==> src/hdl/ptd_pkg.sv <==
package ptd_pkg;
  localparam int unsigned CLK_HZ = 125000000;
  localparam int unsigned MS_CYC = CLK_HZ / 1000;
  localparam int unsigned MS_CW = 17;
  localparam int unsigned LEN_W = 13;
  localparam logic [LEN_W-1:0] TOL_MS = 13'h14;
  localparam logic [LEN_W-1:0] DEB_MS = 13'h1e;
  localparam logic [LEN_W-1:0] LASER_OFF_MS = 13'hc8;
  localparam logic [LEN_W-1:0] LASER_ON_MS = 13'h12c;
  localparam logic [LEN_W-1:0] TEACH_FIRST_MS = 13'h190;
  localparam logic [LEN_W-1:0] STEP_MS = 13'h64;
  localparam logic [LEN_W-1:0] CONF_OFF_MS = 13'h8fc;
  localparam logic [LEN_W-1:0] CONF_ON_MS = 13'h960;
  localparam logic [LEN_W-1:0] LONG_OFF_MS = 13'h1388;
  localparam int unsigned NUM_TEACH = 24;
  localparam logic [4:0] CONF_OFF_IDX = 5'h13;
  localparam logic [4:0] CONF_ON_IDX = 5'h14;
  localparam logic [LEN_W-1:0] EXEC_MAX_MS = 13'h3e8;
  localparam logic [LEN_W-1:0] CONF_INV_MS = 13'h64;
  localparam logic [LEN_W-1:0] CONF_OK_MS = 13'h64;
  localparam logic [LEN_W-1:0] CONF_ERR_MS = 13'h12c;
  localparam logic [LEN_W-1:0] CONF_END_MS = 13'h1f4;
  localparam logic [2:0] FN_TEACH = 3'h0;
  localparam logic [2:0] FN_HOLD = 3'h1;
  localparam logic [2:0] FN_OFFSET = 3'h2;
  localparam logic [2:0] FN_LASER = 3'h3;
  localparam logic [2:0] FN_OFF = 3'h4;
  typedef enum logic [1:0] {ST_IDLE, ST_EXEC, ST_CONF} ptd_state_t;
endpackage

==> src/hdl/ptd_decoder.sv <==
// How it works
// - teach mode measures asserted input length
// - accept pulse within 20 ms of nominal
// - laser 200/300, confirm 2300/2400, long off
// - 400..1000 ms teach first output
// - 1100..1700 ms teach second output
// - 1800..2200 ms analog teach points, centering
// - 2500..2800 ms signal warning teaches
// - 2900 ms teaches zero point
// - five input functions, teach default
// - debounce needs 30 ms stable level
// - debounce delays both edges equally, so width is kept
// - polarity selectable, high default
// - confirmation on first output, default off
// - first output frozen during teach
// - teach completes within one second
// - confirmation starts with 100 ms inversion
// - result pulse 100 ok, 300 fail
// - confirmation ends after 500 ms
// - laser-off function follows asserted input
`timescale 1ns/1ps
`default_nettype none
module ptd_decoder
  import ptd_pkg::*;
#(
  parameter int unsigned MS_CYCLES = MS_CYC
) (
  input wire logic i_core_clk,
  input wire logic i_rst_n,
  input wire logic i_ce,
  input wire logic i_config_input,
  input wire logic [2:0] i_in_function,
  input wire logic i_debounce_en,
  input wire logic i_active_low,
  input wire logic i_switch_level,
  input wire logic i_teach_done,
  input wire logic i_teach_ok,
  output logic o_first_switch_output,
  output logic o_laser_on,
  output logic o_confirm_en,
  output logic o_teach_req,
  output logic [4:0] o_teach_code,
  output logic o_busy
);

  ////////////////////////////////////////////////////////////////////////////
  typedef struct packed {
    // time base
    logic [MS_CW-1:0] pre;
    logic tick;

    // input filter and length
    logic deb_lvl;
    logic [LEN_W-1:0] deb_cnt;
    logic act_q;
    logic [LEN_W-1:0] len;

    // settings
    logic laser_set;
    logic laser;
    logic conf_en;

    // teach request
    logic req;
    logic [4:0] code;

    // sequencer and first output
    ptd_state_t st;
    logic [LEN_W-1:0] tcnt;
    logic ok;
    logic held;
    logic q1;

    // busy flag
    logic busy;
  } ptd_regs_t;

  ptd_regs_t r_q, r_d;

  ////////////////////////////////////////////////////////////////////////////
  // window test done one bit wider so a saturated length cannot wrap
  function automatic logic in_win(input logic [LEN_W-1:0] len, input logic [LEN_W-1:0] nom);
    logic [LEN_W:0] len_x;
    logic [LEN_W:0] nom_x;
    logic [LEN_W:0] tol_x;
    len_x = {1'b0, len};
    nom_x = {1'b0, nom};
    tol_x = {1'b0, TOL_MS};
    in_win = (len_x + tol_x >= nom_x) && (len_x <= nom_x + tol_x);
  endfunction

  logic act_raw;
  logic lvl;
  logic [LEN_W-1:0] meas;
  logic hit;
  logic [4:0] hit_idx;
  logic st_idle;
  logic pre_wrap;
  logic rise_evt;
  logic fall_evt;
  logic teach_fn;
  logic is_long;
  logic is_off;
  logic is_on;
  logic exec_tmo;
  logic [LEN_W-1:0] conf_res_end;
  logic conf_inv_ph;
  logic conf_res_ph;
  logic conf_done;

  ////////////////////////////////////////////////////////////////////////////
  // input conditioning
  assign act_raw = i_config_input ^ i_active_low;
  // filtered level only when debounce is on
  assign lvl = i_debounce_en ? r_q.deb_lvl : act_raw;
  assign rise_evt = lvl && !r_q.act_q;
  assign fall_evt = !lvl && r_q.act_q;
  assign teach_fn = (i_in_function == FN_TEACH);
  assign st_idle = (r_q.st == ST_IDLE);

  ////////////////////////////////////////////////////////////////////////////
  // millisecond time base
  assign pre_wrap = (r_q.pre == MS_CW'(MS_CYCLES - 1));

  ////////////////////////////////////////////////////////////////////////////
  // both edges delayed equally by filter, so width is kept
  assign meas = r_q.len;
  assign is_long = (meas > LONG_OFF_MS);
  assign is_off = in_win(meas, LASER_OFF_MS);
  assign is_on = in_win(meas, LASER_ON_MS);

  ////////////////////////////////////////////////////////////////////////////
  // one window comparator per command length, 400 ms upward
  localparam int unsigned NUM_WIN = NUM_TEACH + 2;
  localparam logic [LEN_W-1:0] LEN_SAT = {LEN_W{1'b1}};
  logic [NUM_WIN-1:0] win_hit;
  for (genvar g = 0; g < NUM_WIN; g++) begin : g_win
    localparam logic [LEN_W-1:0] WIN_NOM = LEN_W'(TEACH_FIRST_MS + LEN_W'(g) * STEP_MS);
    assign win_hit[g] = in_win(meas, WIN_NOM);
  end

  ////////////////////////////////////////////////////////////////////////////
  // execution and confirmation timing
  assign exec_tmo = r_q.tick && (r_q.tcnt >= EXEC_MAX_MS - 1'b1);
  assign conf_res_end = CONF_INV_MS + (r_q.ok ? CONF_OK_MS : CONF_ERR_MS);
  assign conf_inv_ph = (r_q.tcnt < CONF_INV_MS);
  assign conf_res_ph = (r_q.tcnt < conf_res_end);
  assign conf_done = (r_q.tcnt >= CONF_END_MS);

  ////////////////////////////////////////////////////////////////////////////
  always_comb begin
    r_d = r_q;
    hit = 1'b0;
    hit_idx = 5'h0;
    r_d.req = 1'b0;
    r_d.tick = 1'b0;
    ////////////////////////////////////////////////////////////////////////
    // millisecond prescaler
    if (pre_wrap) begin
      r_d.pre = '0;
      r_d.tick = 1'b1;
    end else begin
      r_d.pre = r_q.pre + 1'b1;
    end

    ////////////////////////////////////////////////////////////////////////
    // debounce filter
    if (act_raw == r_q.deb_lvl) begin
      r_d.deb_cnt = '0;
    end else if (r_q.tick) begin
      if (r_q.deb_cnt >= DEB_MS - 1'b1) begin
        r_d.deb_lvl = act_raw;
        r_d.deb_cnt = '0;
      end else begin
        r_d.deb_cnt = r_q.deb_cnt + 1'b1;
      end
    end
    r_d.act_q = lvl;

    ////////////////////////////////////////////////////////////////////////
    // pulse length in whole milliseconds, saturating
    if (rise_evt) begin
      r_d.len = '0;
    end else if (lvl && r_q.tick && r_q.len != LEN_SAT) begin
      r_d.len = r_q.len + 1'b1;
    end

    ////////////////////////////////////////////////////////////////////////
    // command decode on the inactive-going edge
    if (fall_evt && teach_fn) begin
      if (is_long) begin
        r_d.laser_set = 1'b0;
      end else if (is_off) begin
        r_d.laser_set = 1'b0;
      end else if (is_on) begin
        r_d.laser_set = 1'b1;
      end else begin
        // lowest matching window wins
        for (int k = NUM_WIN - 1; k >= 0; k--) begin
          if (win_hit[k]) begin
            hit = 1'b1;
            hit_idx = 5'(k);
          end
        end
        if (hit && hit_idx == CONF_OFF_IDX) begin
          r_d.conf_en = 1'b0;
        end else if (hit && hit_idx == CONF_ON_IDX) begin
          r_d.conf_en = 1'b1;
        end else if (hit && st_idle) begin
          // teach codes handed to the teach engine:
          // 0..6 first output, 7..13 second output
          // 14..17 analog points, 18 analog centering
          // 21..24 signal warning teaches, 25 zero point
          r_d.req = 1'b1;
          r_d.code = hit_idx;
          r_d.st = ST_EXEC;
          r_d.tcnt = '0;
          r_d.held = i_switch_level;
        end
      end
    end

    ////////////////////////////////////////////////////////////////////////
    // laser control
    if (i_in_function == FN_LASER) begin
      r_d.laser = !lvl;
    end else begin
      r_d.laser = r_q.laser_set;
    end

    ////////////////////////////////////////////////////////////////////////
    // teach sequencer and first output
    case (r_q.st)
      ST_IDLE: begin
        // output follows the switching logic
        r_d.q1 = i_switch_level;
      end

      ST_EXEC: begin
        // hold output, wait for the teach engine
        r_d.q1 = r_q.held;
        if (r_q.tick) begin
          r_d.tcnt = r_q.tcnt + 1'b1;
        end
        if (i_teach_done || exec_tmo) begin
          r_d.ok = i_teach_done && i_teach_ok;
          r_d.tcnt = '0;
          r_d.st = r_q.conf_en ? ST_CONF : ST_IDLE;
        end
      end

      ST_CONF: begin
        // invert, report, invert again, then release
        if (r_q.tick) begin
          r_d.tcnt = r_q.tcnt + 1'b1;
        end
        if (conf_inv_ph) begin
          r_d.q1 = !r_q.held;
        end else if (conf_res_ph) begin
          r_d.q1 = r_q.held;
        end else begin
          r_d.q1 = !r_q.held;
        end
        if (conf_done) begin
          r_d.st = ST_IDLE;
          r_d.q1 = i_switch_level;
        end
      end

      default: begin
        r_d.st = ST_IDLE;
      end
    endcase

    // busy from the next state so it rises with the request
    r_d.busy = (r_d.st != ST_IDLE);
  end

  ////////////////////////////////////////////////////////////////////////////
  // state register, frozen while clock enable is low
  always_ff @(posedge i_core_clk or negedge i_rst_n) begin
    if (!i_rst_n) begin
      r_q <= '0;
      r_q.laser_set <= 1'b1;
      r_q.laser <= 1'b1;
      r_q.st <= ST_IDLE;
    end else if (i_ce) begin
      r_q <= r_d;
    end
  end

  ////////////////////////////////////////////////////////////////////////////
  // outputs straight from the state register
  assign o_first_switch_output = r_q.q1;
  assign o_laser_on = r_q.laser;
  assign o_confirm_en = r_q.conf_en;
  assign o_teach_req = r_q.req;
  assign o_teach_code = r_q.code;
  assign o_busy = r_q.busy;

endmodule
`default_nettype wire

==> config.mk <==
export PLATFORM = sky130hd
export DESIGN_NAME = ptd_decoder
export DESIGN_NICKNAME = d
export VERILOG_FILES = /design/src/hdl/ptd_pkg.sv /design/src/hdl/ptd_decoder.sv
export SDC_FILE = /design/constraint.sdc
export NUM_CORES = 1
export LEC_CHECK = 0
export BUFFER_PORTS_ARGS = -buffer_cell sky130_fd_sc_hd__buf_4
export CAP_MARGIN = 40
export CORE_ASPECT_RATIO = 1.25
export CORE_UTILIZATION = 35
export DETAILED_ROUTE_END_ITERATION = 12
export GPL_TIMING_DRIVEN = 0
export PLACE_DENSITY = 0.56
export RECOVER_POWER = 100
export SLEW_MARGIN = 20
export SYNTH_ARGS = -nofsm -noshare
export SYNTH_HDL_FRONTEND = slang
export SYNTH_SLANG_ARGS = --single-unit
export TNS_END_PERCENT = 10
==> constraint.sdc <==
create_clock -name i_core_clk -period 12.3 [get_ports i_core_clk]
set_input_delay 1.23 -clock i_core_clk [delete_from_list [all_inputs] [get_ports i_core_clk]]
set_output_delay 1.23 -clock i_core_clk [all_outputs]
set_load 0.1 [all_outputs]
* After elaboration in Yosys (flattened, before gate mapping)
Cells that the tools add are included.
** Word-level totals
- RAM bits :: 0
- Word-level logic and storage cells :: 250
- Register bits after elaboration :: 74
- Bits in latches :: 0
- Memories :: 0
- Output and inout port bits :: 10
- Memory bits (read-only) :: 0
- Input bits :: 12
** Cells by class
- Shifts and indexed selects :: 0
- Divide/modulo/power cells :: 0
- $mul :: 0
- Reductions and logical operators :: 58
- Bitwise gates (word level) :: 7
- $add $sub $neg :: 6
- Eq/ne operators :: 8
- Magnitude comparators :: 62
- Multiplexer cells :: 92
** Operators by type and width (number)
- 2-to-1 mux 5 bit :: 30
- 2-to-1 mux 21 bit :: 7
- >= comparator 14 x 11 -> 1 bit, second input constant :: 10
- <= comparator 13 x 11 -> 1 bit, second input constant :: 10
- >= comparator 14 x 12 -> 1 bit, second input constant :: 9
- <= comparator 13 x 12 -> 1 bit, second input constant :: 9
- <= comparator 13 x 10 -> 1 bit, second input constant :: 6
- 2-to-1 mux 13 bit :: 6
- >= comparator 14 x 10 -> 1 bit, second input constant :: 5
- >= comparator 14 x 9 -> 1 bit, second input constant :: 3
- 2-to-1 mux 1 bit :: 41
- adder 13 x 1 -> 13 bit, second input constant :: 3
- logical AND 1 bit :: 38
- <= comparator 13 x 9 -> 1 bit, second input constant :: 2
- one-hot mux 13 bit (2 select lines) :: 1
- adder 17 x 1 -> 17 bit, second input constant :: 1
- == test 17 bit, second input constant :: 1
- 2-to-1 mux 17 bit :: 1
- 2-to-1 mux 16 bit :: 1
- adder 13 x 5 -> 14 bit, second input constant :: 1
- >= comparator 14 x 8 -> 1 bit, second input constant :: 1
- >= comparator 13 x 10 -> 1 bit, second input constant :: 1
- >= comparator 13 x 5 -> 1 bit, second input constant :: 1
- >= comparator 13 x 9 -> 1 bit, second input constant :: 1
- other kinds (28) :: 44

* Longest topological paths before layout
Gate-level depths: netlist (run 1).
- Depth after elaboration :: 45
- Gate-level depth with buffers :: 17
- Depth with buffers taken out :: 13

* Worst setup path before layout (run 1)
Ideal clock, no wire load.
- Kind :: reg2reg
- Start :: register r_q (netlist bit meas[3])
- End :: register r_q (netlist bit o_teach_code[1])
- Data arrival time :: 3.926 ns
- Setup slack :: 8.248 ns
- Buffers on the path :: 3
- Cell stages (with the launch flop) :: 16
- Period minus slack after synthesis :: 4.052 ns
- Cell sequence :: dfrtp_1 buf_2 buf_2 buf_1 inv_1 ha_1 nor4b_2 nand2_1 or3_1 a221oi_2 nor4_1 o211ai_1 nor4_1 or3_1 a2111oi_4 mux2_4
** On the way
- Cells in the longest elaborated chain, start to end :: 37
- Elaborated cells on any way between the ends :: 157
- Classes of those cells :: add/sub (1); order compare (57); eq/ne (2); mux (60); bitwise (5); reduce/logical (32)
** RTL lines
- from (decl) :: line ptd_decoder.sv:78 : ptd_regs_t r_q, r_d;
- from (signal assigned) :: line ptd_decoder.sv:288 : r_q <= r_d;
- adder 13 x 5 -> 14 bit :: line ptd_decoder.sv:89 : in_win = (len_x + tol_x >= nom_x) && (len_x <= nom_x + tol_x);
- >= comparator 14 x 12 -> 1 bit :: line ptd_decoder.sv:89
- logical AND 1 bit :: line ptd_decoder.sv:89
- 2-to-1 mux 5 bit (26 in a row) :: line ptd_decoder.sv:200 : if (win_hit[k]) begin
- 2-to-1 mux 5 bit :: line ptd_decoder.sv:195 : end else if (is_on) begin
- 2-to-1 mux 5 bit :: line ptd_decoder.sv:193 : end else if (is_off) begin
- 2-to-1 mux 5 bit :: line ptd_decoder.sv:191 : if (is_long) begin
- 2-to-1 mux 5 bit :: line ptd_decoder.sv:190 : if (fall_evt && teach_fn) begin
- == test 5 bit, on equally long branches :: line ptd_decoder.sv:207, ptd_decoder.sv:205
- logical AND 1 bit, on equally long branches :: line ptd_decoder.sv:207, ptd_decoder.sv:205
- inverter 1 bit (no source line)
- AND reduction 8 bit (no source line)
Several ways; a longest one is shown, not always the timed one. The select of a mux whose other input is x is not followed.
A chain may end at the register's enable or synchronous reset.

* Worst setup path in the final report (run 1)
- Start :: register r_q (netlist bit meas[3])
- End :: register r_q (netlist bit o_teach_code[3])
Same word-level chain as after synthesis.

==> results of run 1 <==
-- sequential cells by signal (all words and copies together) (netlist names) --
name                   count
o_busy                     1
o_confirm_en               1
o_laser_on                 1
meas                      13
o_teach_req                1
o_teach_code               5
o_first_switch_output      1
r_q                       51
-- worst max path at each step --
stage,slack [ps],startpoint,endpoint
floorplan,8250,meas[3],o_teach_code[1]
global placement,7060,meas[3],r_q[16]
detailed placement,7050,meas[3],r_q[13]
CTS,7050,meas[3],r_q[13]
global route,4710,meas[2],o_teach_code[1]
finish,5270,meas[3],o_teach_code[3]
-- per-layer routing --
layer / global-route usage (%) / vias up / wire (microns)
li1: - / 3302 / -
met1: 31.4 / 3392 / 10300
met2: 40.4 / 332 / 11800
met3: 3.33 / 91 / 1590
met4: 15.2 / 0 / 1440
met5: 0 / - / 0
-- kinds of logic after synthesis --
| group | count (synthesis) | synth area share (%) |
|---|---|---|
| adder cells (fa/ha/maj) | 19 | 3.42 |
| AND/OR/NAND/NOR | 374 | 28.6 |
| AO/OA/AOI/OAI | 276 | 28.6 |
| flip-flops | 74 | 26.7 |
| multiplexers | 11 | 1.91 |
| XOR/XNOR | 32 | 4.79 |
| buffers and inverters | 81 | 5.97 |
-- layout make-up --
cell class	count	share of cell area, %
Timing Repair Buffer	22	1.51
Tap cell	265	4.31
Sequential cell	74	24.1
Clock inverter	7	1.09
Clock buffer	9	2.93
Inverter	20	0.977
Buffer	61	4.41
Multi-Input combinational cell	712	60.6
-- synth_stat cells, drive strengths merged (19+ instances only) --
master | instances | area (sq um)
buf | 34 | 239
nor3 | 25 | 153
xnor2 | 21 | 218
nor2 | 80 | 308
o21ai | 66 | 338
nand3 | 40 | 200
dfrtp | 72 | 1800
nand2 | 96 | 360
inv | 19 | 71.3
a21oi | 61 | 317
clkbuf | 27 | 101
ha | 19 | 238
-- power breakdown --
group	switching, W	internal, W
Combinational	0.0000903	0.0000351
Clock	0.000119	0.000161
Sequential	0.0000165	0.000260
-- cell usage in the layout (no fill, tap or decap), types with 10 or more instances in the layout --
cell | synthesis | routed
ha_1 | 19 | 19
o31ai_1 | 12 | 12
inv_1 | 19 | 19
nand4_1 | 12 | 12
xor2_1 | 10 | 10
nand2_1 | 96 | 96
nor2_1 | 79 | 79
nand3_1 | 40 | 40
and3_1 | 17 | 17
nand2b_1 | 15 | 15
clkbuf_1 | 27 | 41
dfrtp_1 | 72 | 72
a31oi_1 | 14 | 14
a21o_1 | 10 | 10
xnor2_1 | 18 | 18
nor3_1 | 22 | 22
a211oi_1 | 11 | 12
buf_4 | 11 | 19
a21oi_1 | 60 | 60
or3_1 | 12 | 12
o21ai_0 | 58 | 58
o21a_1 | 10 | 10
buf_2 | 14 | 13
nor4_1 | 15 | 15
-- critical path, delay by kind of cell (launching register included) --
kind,cells,cell delay [ps]
DFF,1,430
muxes,1,450
AOI/OAI and AO/OA,3,2950
and+or+nand+nor,6,1880
buffers and inverters,4,920
adders and majority gates,1,320
-- through the flow --
step / setup slack [ps] / instances / instance area [sq um] / utilization, %
after floorplan: 8250 / 867 / 6950 / -
after global placement: 7060 / 1153 / 7440 / 38.2
after detailed placement: 7050 / 1154 / 7470 / 38.4
after CTS: 7050 / 1170 / 7780 / 40.0
after global routing: 4710 / 1170 / 7690 / 39.5
final: 5270 / 1170 / 7690 / 39.5
==> results.json, run 1 <==
{
  "path_cells": "buf_2, buf_2, buf_1, inv_1, ha_1, nor4b_2, nand2_1, or3_1, a221oi_2, nor4_1, o211ai_1, nor4_1, or3_1, a2111oi_0, mux2_4",
  "hold_viol": 0,
  "antenna_cells": 0,
  "hpwl_microns": 18500,
  "avgSynthCellArea_sq_um": 8.02,
  "start_util_pct": 35.7,
  "p_leak_nw": 3.16,
  "power_w": 0.000681,
  "synth_flop_cell": "dfrtp_1",
  "worstSetupStartpointType": "flop",
  "numCtsBuffers": 9,
  "antenna_found_initial": 0,
  "die_w_microns": 128,
  "synth_edf_count": 0,
  "synth_cells": 867,
  "synth_nets": 898,
  "ys_ff_latch": 74,
  "worstMarginPinSlew_ps": 3120,
  "ctsLongestPathBuffers": 2,
  "post_drt_wl_per_cell_microns": 21.4,
  "setup_tns_ps": 0,
  "drive_gt1_share_pct": 11.6,
  "max_cap_viol_count": 2,
  "cts_resized": 0,
  "hold_path_class": "flop to flop",
  "yosys.cell_types.count": 103,
  "violations": "max-capacitance violations, max-slew violations",
  "slowest_delay_ps": 2440,
  "grt_pass1_vias": 6761,
  "yosysWarningCount": 0,
  "setup_violations": 0,
  "power_density_nw_per_um2": 88.6,
  "wl_microns": 25100,
  "ff_latch_area_sq_um": 1850,
  "cts-root-buf": "clkbuf_16",
  "worstPathArrival_ps": 7300,
  "fin_worst_skew_ps": 8.40,
  "slew_viol_final": 64,
  "r2r_start": "meas[3]",
  "cts_max_level": 3,
  "fin_crit_sh_pct": 57.2,
  "min_from": "r_q[67]",
  "post_cts_buffers": 0,
  "fin_crit_ps": 7030,
  "min_to": "r_q[67]",
  "io_pins": 22,
  "first_pass_iters": 5,
  "peakVddDrop_mv": 0.0794,
  "reg2reg_slack_ps": 5270,
  "io_buffers": 21,
  "crit_type": "flop to flop",
  "vias": 7117,
  "grt_pass1_wl_microns": 39000,
  "tritoncts": "done",
  "gr-usage-all-layers_pct": 25.0,
  "fp.dieArea_sq_um": 20400,
  "final_nets": 931,
  "ys_async_sr_fraction_pct": 100,
  "synthToLayoutAreaGrowth_pct": 10.5,
  "netlist_area_sq_um": 6950,
  "critPathRequiredTime_ps": 12570,
  "slew_headroom_pct": -113,
  "clock_sinks": 74,
  "r2r_end": "o_teach_code[3]",
  "grt_max_degree": 56,
  "place.gp.congestion": 1.05,
  "grt-ovfl-total": 0,
  "final_antenna_net_count": 0,
  "std_cell_rows": 57,
  "die_y_microns": 160,
  "drt_iter0_drc": 670,
  "cts.clk_slew.worst_paths_ps": 70,
  "holdPathStages": 1,
  "max_freq_mhz": 142,
  "fill_cells": 2059,
  "viasPerCell": 6.08,
  "multi_input_area_sq_um": 4660,
  "ys_seq_area_share_pct": 26.7,
  "outcome": "finished, violations left",
  "hold_buffers": 0,
  "reg2regPathDepth": 15,
  "slowest_stage": "a2111oi_0",
  "route.detailed.drc": 0,
  "worstSkewPairLatency_ps": 350,
  "rsz0062_at_grt": "no",
  "fp.coreArea_sq_um": 19500,
  "crit_path_end_kind": "flop",
  "whs_ps": 490,
  "crit_fanout": 10
}
Power figures use the tool's default switching activity.
==> inputs of run 2 (changes only) <==
- ABC_AREA: default -> 1
- PLACE_DENSITY: 0.56 -> 0.58
- clock period: 12.3 -> 6.05 ns (I/O delays scaled with it)
==> results.json, run 2 <==
{
  "outcome": "finished, violations left",
  "violations": "max-capacitance violations, max-slew violations",
  "setup_violations": 0,
  "met1_usage_pct": 28.3,
  "max_freq_mhz": 209,
  "power_density_nw_per_um2": 223,
  "drt_iter0_drc": 600,
  "netlist_top_cells_count": "nand2_1, inv_1, nor2_1",
  "setup_slack_ps": 1260,
  "fin_area_sq_um": 7380,
  "fin_worst_skew_ps": 6.26,
  "cts-root-buf": "clkbuf_16",
  "post_drt_wl_per_cell_microns": 17.4,
  "met2_usage_pct": 41.0,
  "die_y_microns": 157,
  "slew_viol_final": 53,
  "critPathRequiredTime_ps": 6270,
  "layout_common_cells": "nand2_1, inv_1, nor2_1, dfrtp_1, nand3_1",
  "first_pass_iters": 5,
  "cts.clk_slew.worst_paths_ps": 60,
  "grt-ovfl-total": 0,
  "worstPathArrival_ps": 5010,
  "wl_microns": 22900,
  "whs_ps": 473,
  "grt_pass1_wl_microns": 36300,
  "viasPerCell": 5.41,
  "power_switching_w": 0.000654,
  "netlist_area_sq_um": 6720,
  "grt_max_degree": 53,
  "yosysMostFrequentCell": "nand2_1",
  "rsz0062_at_grt": "no",
  "swShare_pct": 39.6,
  "yosysWarningCount": 0,
  "synth_top_area_cell": "dfrtp_1",
  "crit_fanout": 10,
  "avgSynthCellArea_sq_um": 6.44,
  "fin_crit_sh_pct": 79.1,
  "die_w_microns": 126,
  "fp.dieArea_sq_um": 19800,
  "slowest_delay_ps": 580,
  "vias": 7108,
  "io_pins": 22,
  "ctsLongestPathBuffers": 2,
  "max_cap_viol_count": 1,
  "place_ws_ps": 1950,
  "synth_flop_cell": "dfrtp_1",
  "final_nets": 1107,
  "worstSetupStartpointType": "flop",
  "std_cell_rows": 56,
  "route.detailed.drc": 0,
  "hold_buffers": 0,
  "worstSkewPairLatency_ps": 330,
  "largest_reg_flops": 51,
  "worstMarginPinSlew_ps": 2790,
  "synth_cells": 1043,
  "clock_sinks": 74,
  "antenna_cells": 0,
  "gr-usage-met3_pct": 2.48,
  "synth_nets": 1074,
  "yosys-top-cells-area": "dfrtp_1, nand2_1, inv_1, nor2_1, a21oi_1",
  "top_usage_layer": "met2",
  "post_cts_buffers": 0,
  "gr-usage-all-layers_pct": 23.7,
  "ys_ff_latch": 74,
  "hpwl_microns": 18000,
  "post_dp_cell_area_sq_um": 7200,
  "synth_edf_count": 0,
  "setup_tns_ps": 0,
  "antenna_found_initial": 0,
  "tritoncts": "done",
  "hold_viol": 0,
  "place.gp.congestion": 0.997,
  "p_leak_nw": 3.66,
  "grt_pass1_vias": 6681,
  "crit_type": "flop to flop",
  "start_util_pct": 35.8,
  "ys_async_sr_fraction_pct": 100,
  "internal_power_w": 0.000995,
  "yosys.cell_types.count": 67,
  "final_antenna_net_count": 0,
  "slowest_stage": "dfrtp_1",
  "hold_path_class": "flop to flop",
  "ys_seq_area_share_pct": 27.6,
  "p_comb_share_pct": 30.3,
  "peakVddDrop_mv": 0.107,
  "crit_path_end_kind": "flop",
  "io_buffers": 21,
  "largest_register": "r_q",
  "final_common_cell": "nand2_1",
  "drive_gt1_share_pct": 9.07,
  "synth_largest_type_area_fraction_pct": 26.8,
  "fill_cells": 2055,
  "fp.coreArea_sq_um": 18800,
  "cts_resized": 0,
  "fin_crit_ps": 4790,
  "numCtsBuffers": 9,
  "synthToLayoutAreaGrowth_pct": 9.89,
  "slew_headroom_pct": -86.0,
  "crit_top_cell": "nand2_1",
  "power_frac_clock_pct": 30.4,
  "seqPwrFrac_pct": 39.3,
  "cts_max_level": 3
}
run 2: final timing paths:
kind | from | end | slack, ps | depth (start not counted)
worst max-delay path | meas[3] | r_q[8] | 1260 | 33
worst min-delay path | o_laser_on | o_laser_on | 470 | 2
worst max register to register | meas[3] | r_q[8] | 1260 | 33
worst min register to register | o_laser_on | o_laser_on | 470 | 2
max in group asynchronous | i_rst_n | r_q[57] | 2260 | 2
min in group asynchronous | i_rst_n | r_q[13] | 540 | 1
run 2: through the flow:
step,power [W],std cells,utilization (%)
floorplan,0.00102,1043,-
global placement,0.00116,1296,38.2
detailed placement,0.00116,1297,38.3
CTS,0.00167,1313,39.8
global route,0.00175,1313,39.3
finish,0.00165,1313,39.3
run 2: metal layers:
metal  vias up  routed length, microns
met5         -                       0
met1      3254                    9180
met2       291                   11100
li1       3487                       -
met4         0                    1320
met3        76                    1210
run 2: kinds of logic (layout without fill, tap and decap cells):
| family | Yosys count | count (layout) | share of synthesized area [%] |
|---|---|---|---|
| adder cells (fa/ha/maj) | 19 | 19 | 3.54 |
| XOR/XNOR | 17 | 17 | 2.44 |
| AO/OA/AOI/OAI | 178 | 178 | 16.7 |
| buffers and inverters | 189 | 227 | 11.6 |
| AND/OR/NAND/NOR | 566 | 566 | 38.1 |
| flip-flops | 74 | 74 | 27.6 |
run 2: worst max-delay path, delay by kind of cell (launching register included):
kind | cells | cell delay (ps)
AOI/OAI and AO/OA | 2 | 430
and+or+nand+nor | 25 | 2420
adders and majority gates | 1 | 220
buffers and inverters | 5 | 1020
DFF | 1 | 580
run 2: area by class of cell:
class                           count  area, sq um  share of cell area, %
Multi-Input combinational cell    780         4070                   55.2
Clock inverter                      6         42.5                  0.576
Sequential cell                    74         1850                   25.1
Tap cell                          232          290                   3.93
Timing Repair Buffer               22          116                   1.58
Clock buffer                       10          229                   3.10
Buffer                             27          166                   2.25
Inverter                          162          613                   8.30
run 2: power by group through the flow:
stage / registers (W) / logic [W] / clock network, W
5_1_grt: 0.000661 / 0.000556 / 0.000534
3_5_place_dp: 0.000658 / 0.000507 / 0
4_1_cts: 0.000649 / 0.000508 / 0.000517
3_3_place_gp: 0.000657 / 0.000502 / 0
2_1_floorplan: 0.000671 / 0.000344 / 0
6_report: 0.000649 / 0.000499 / 0.000501
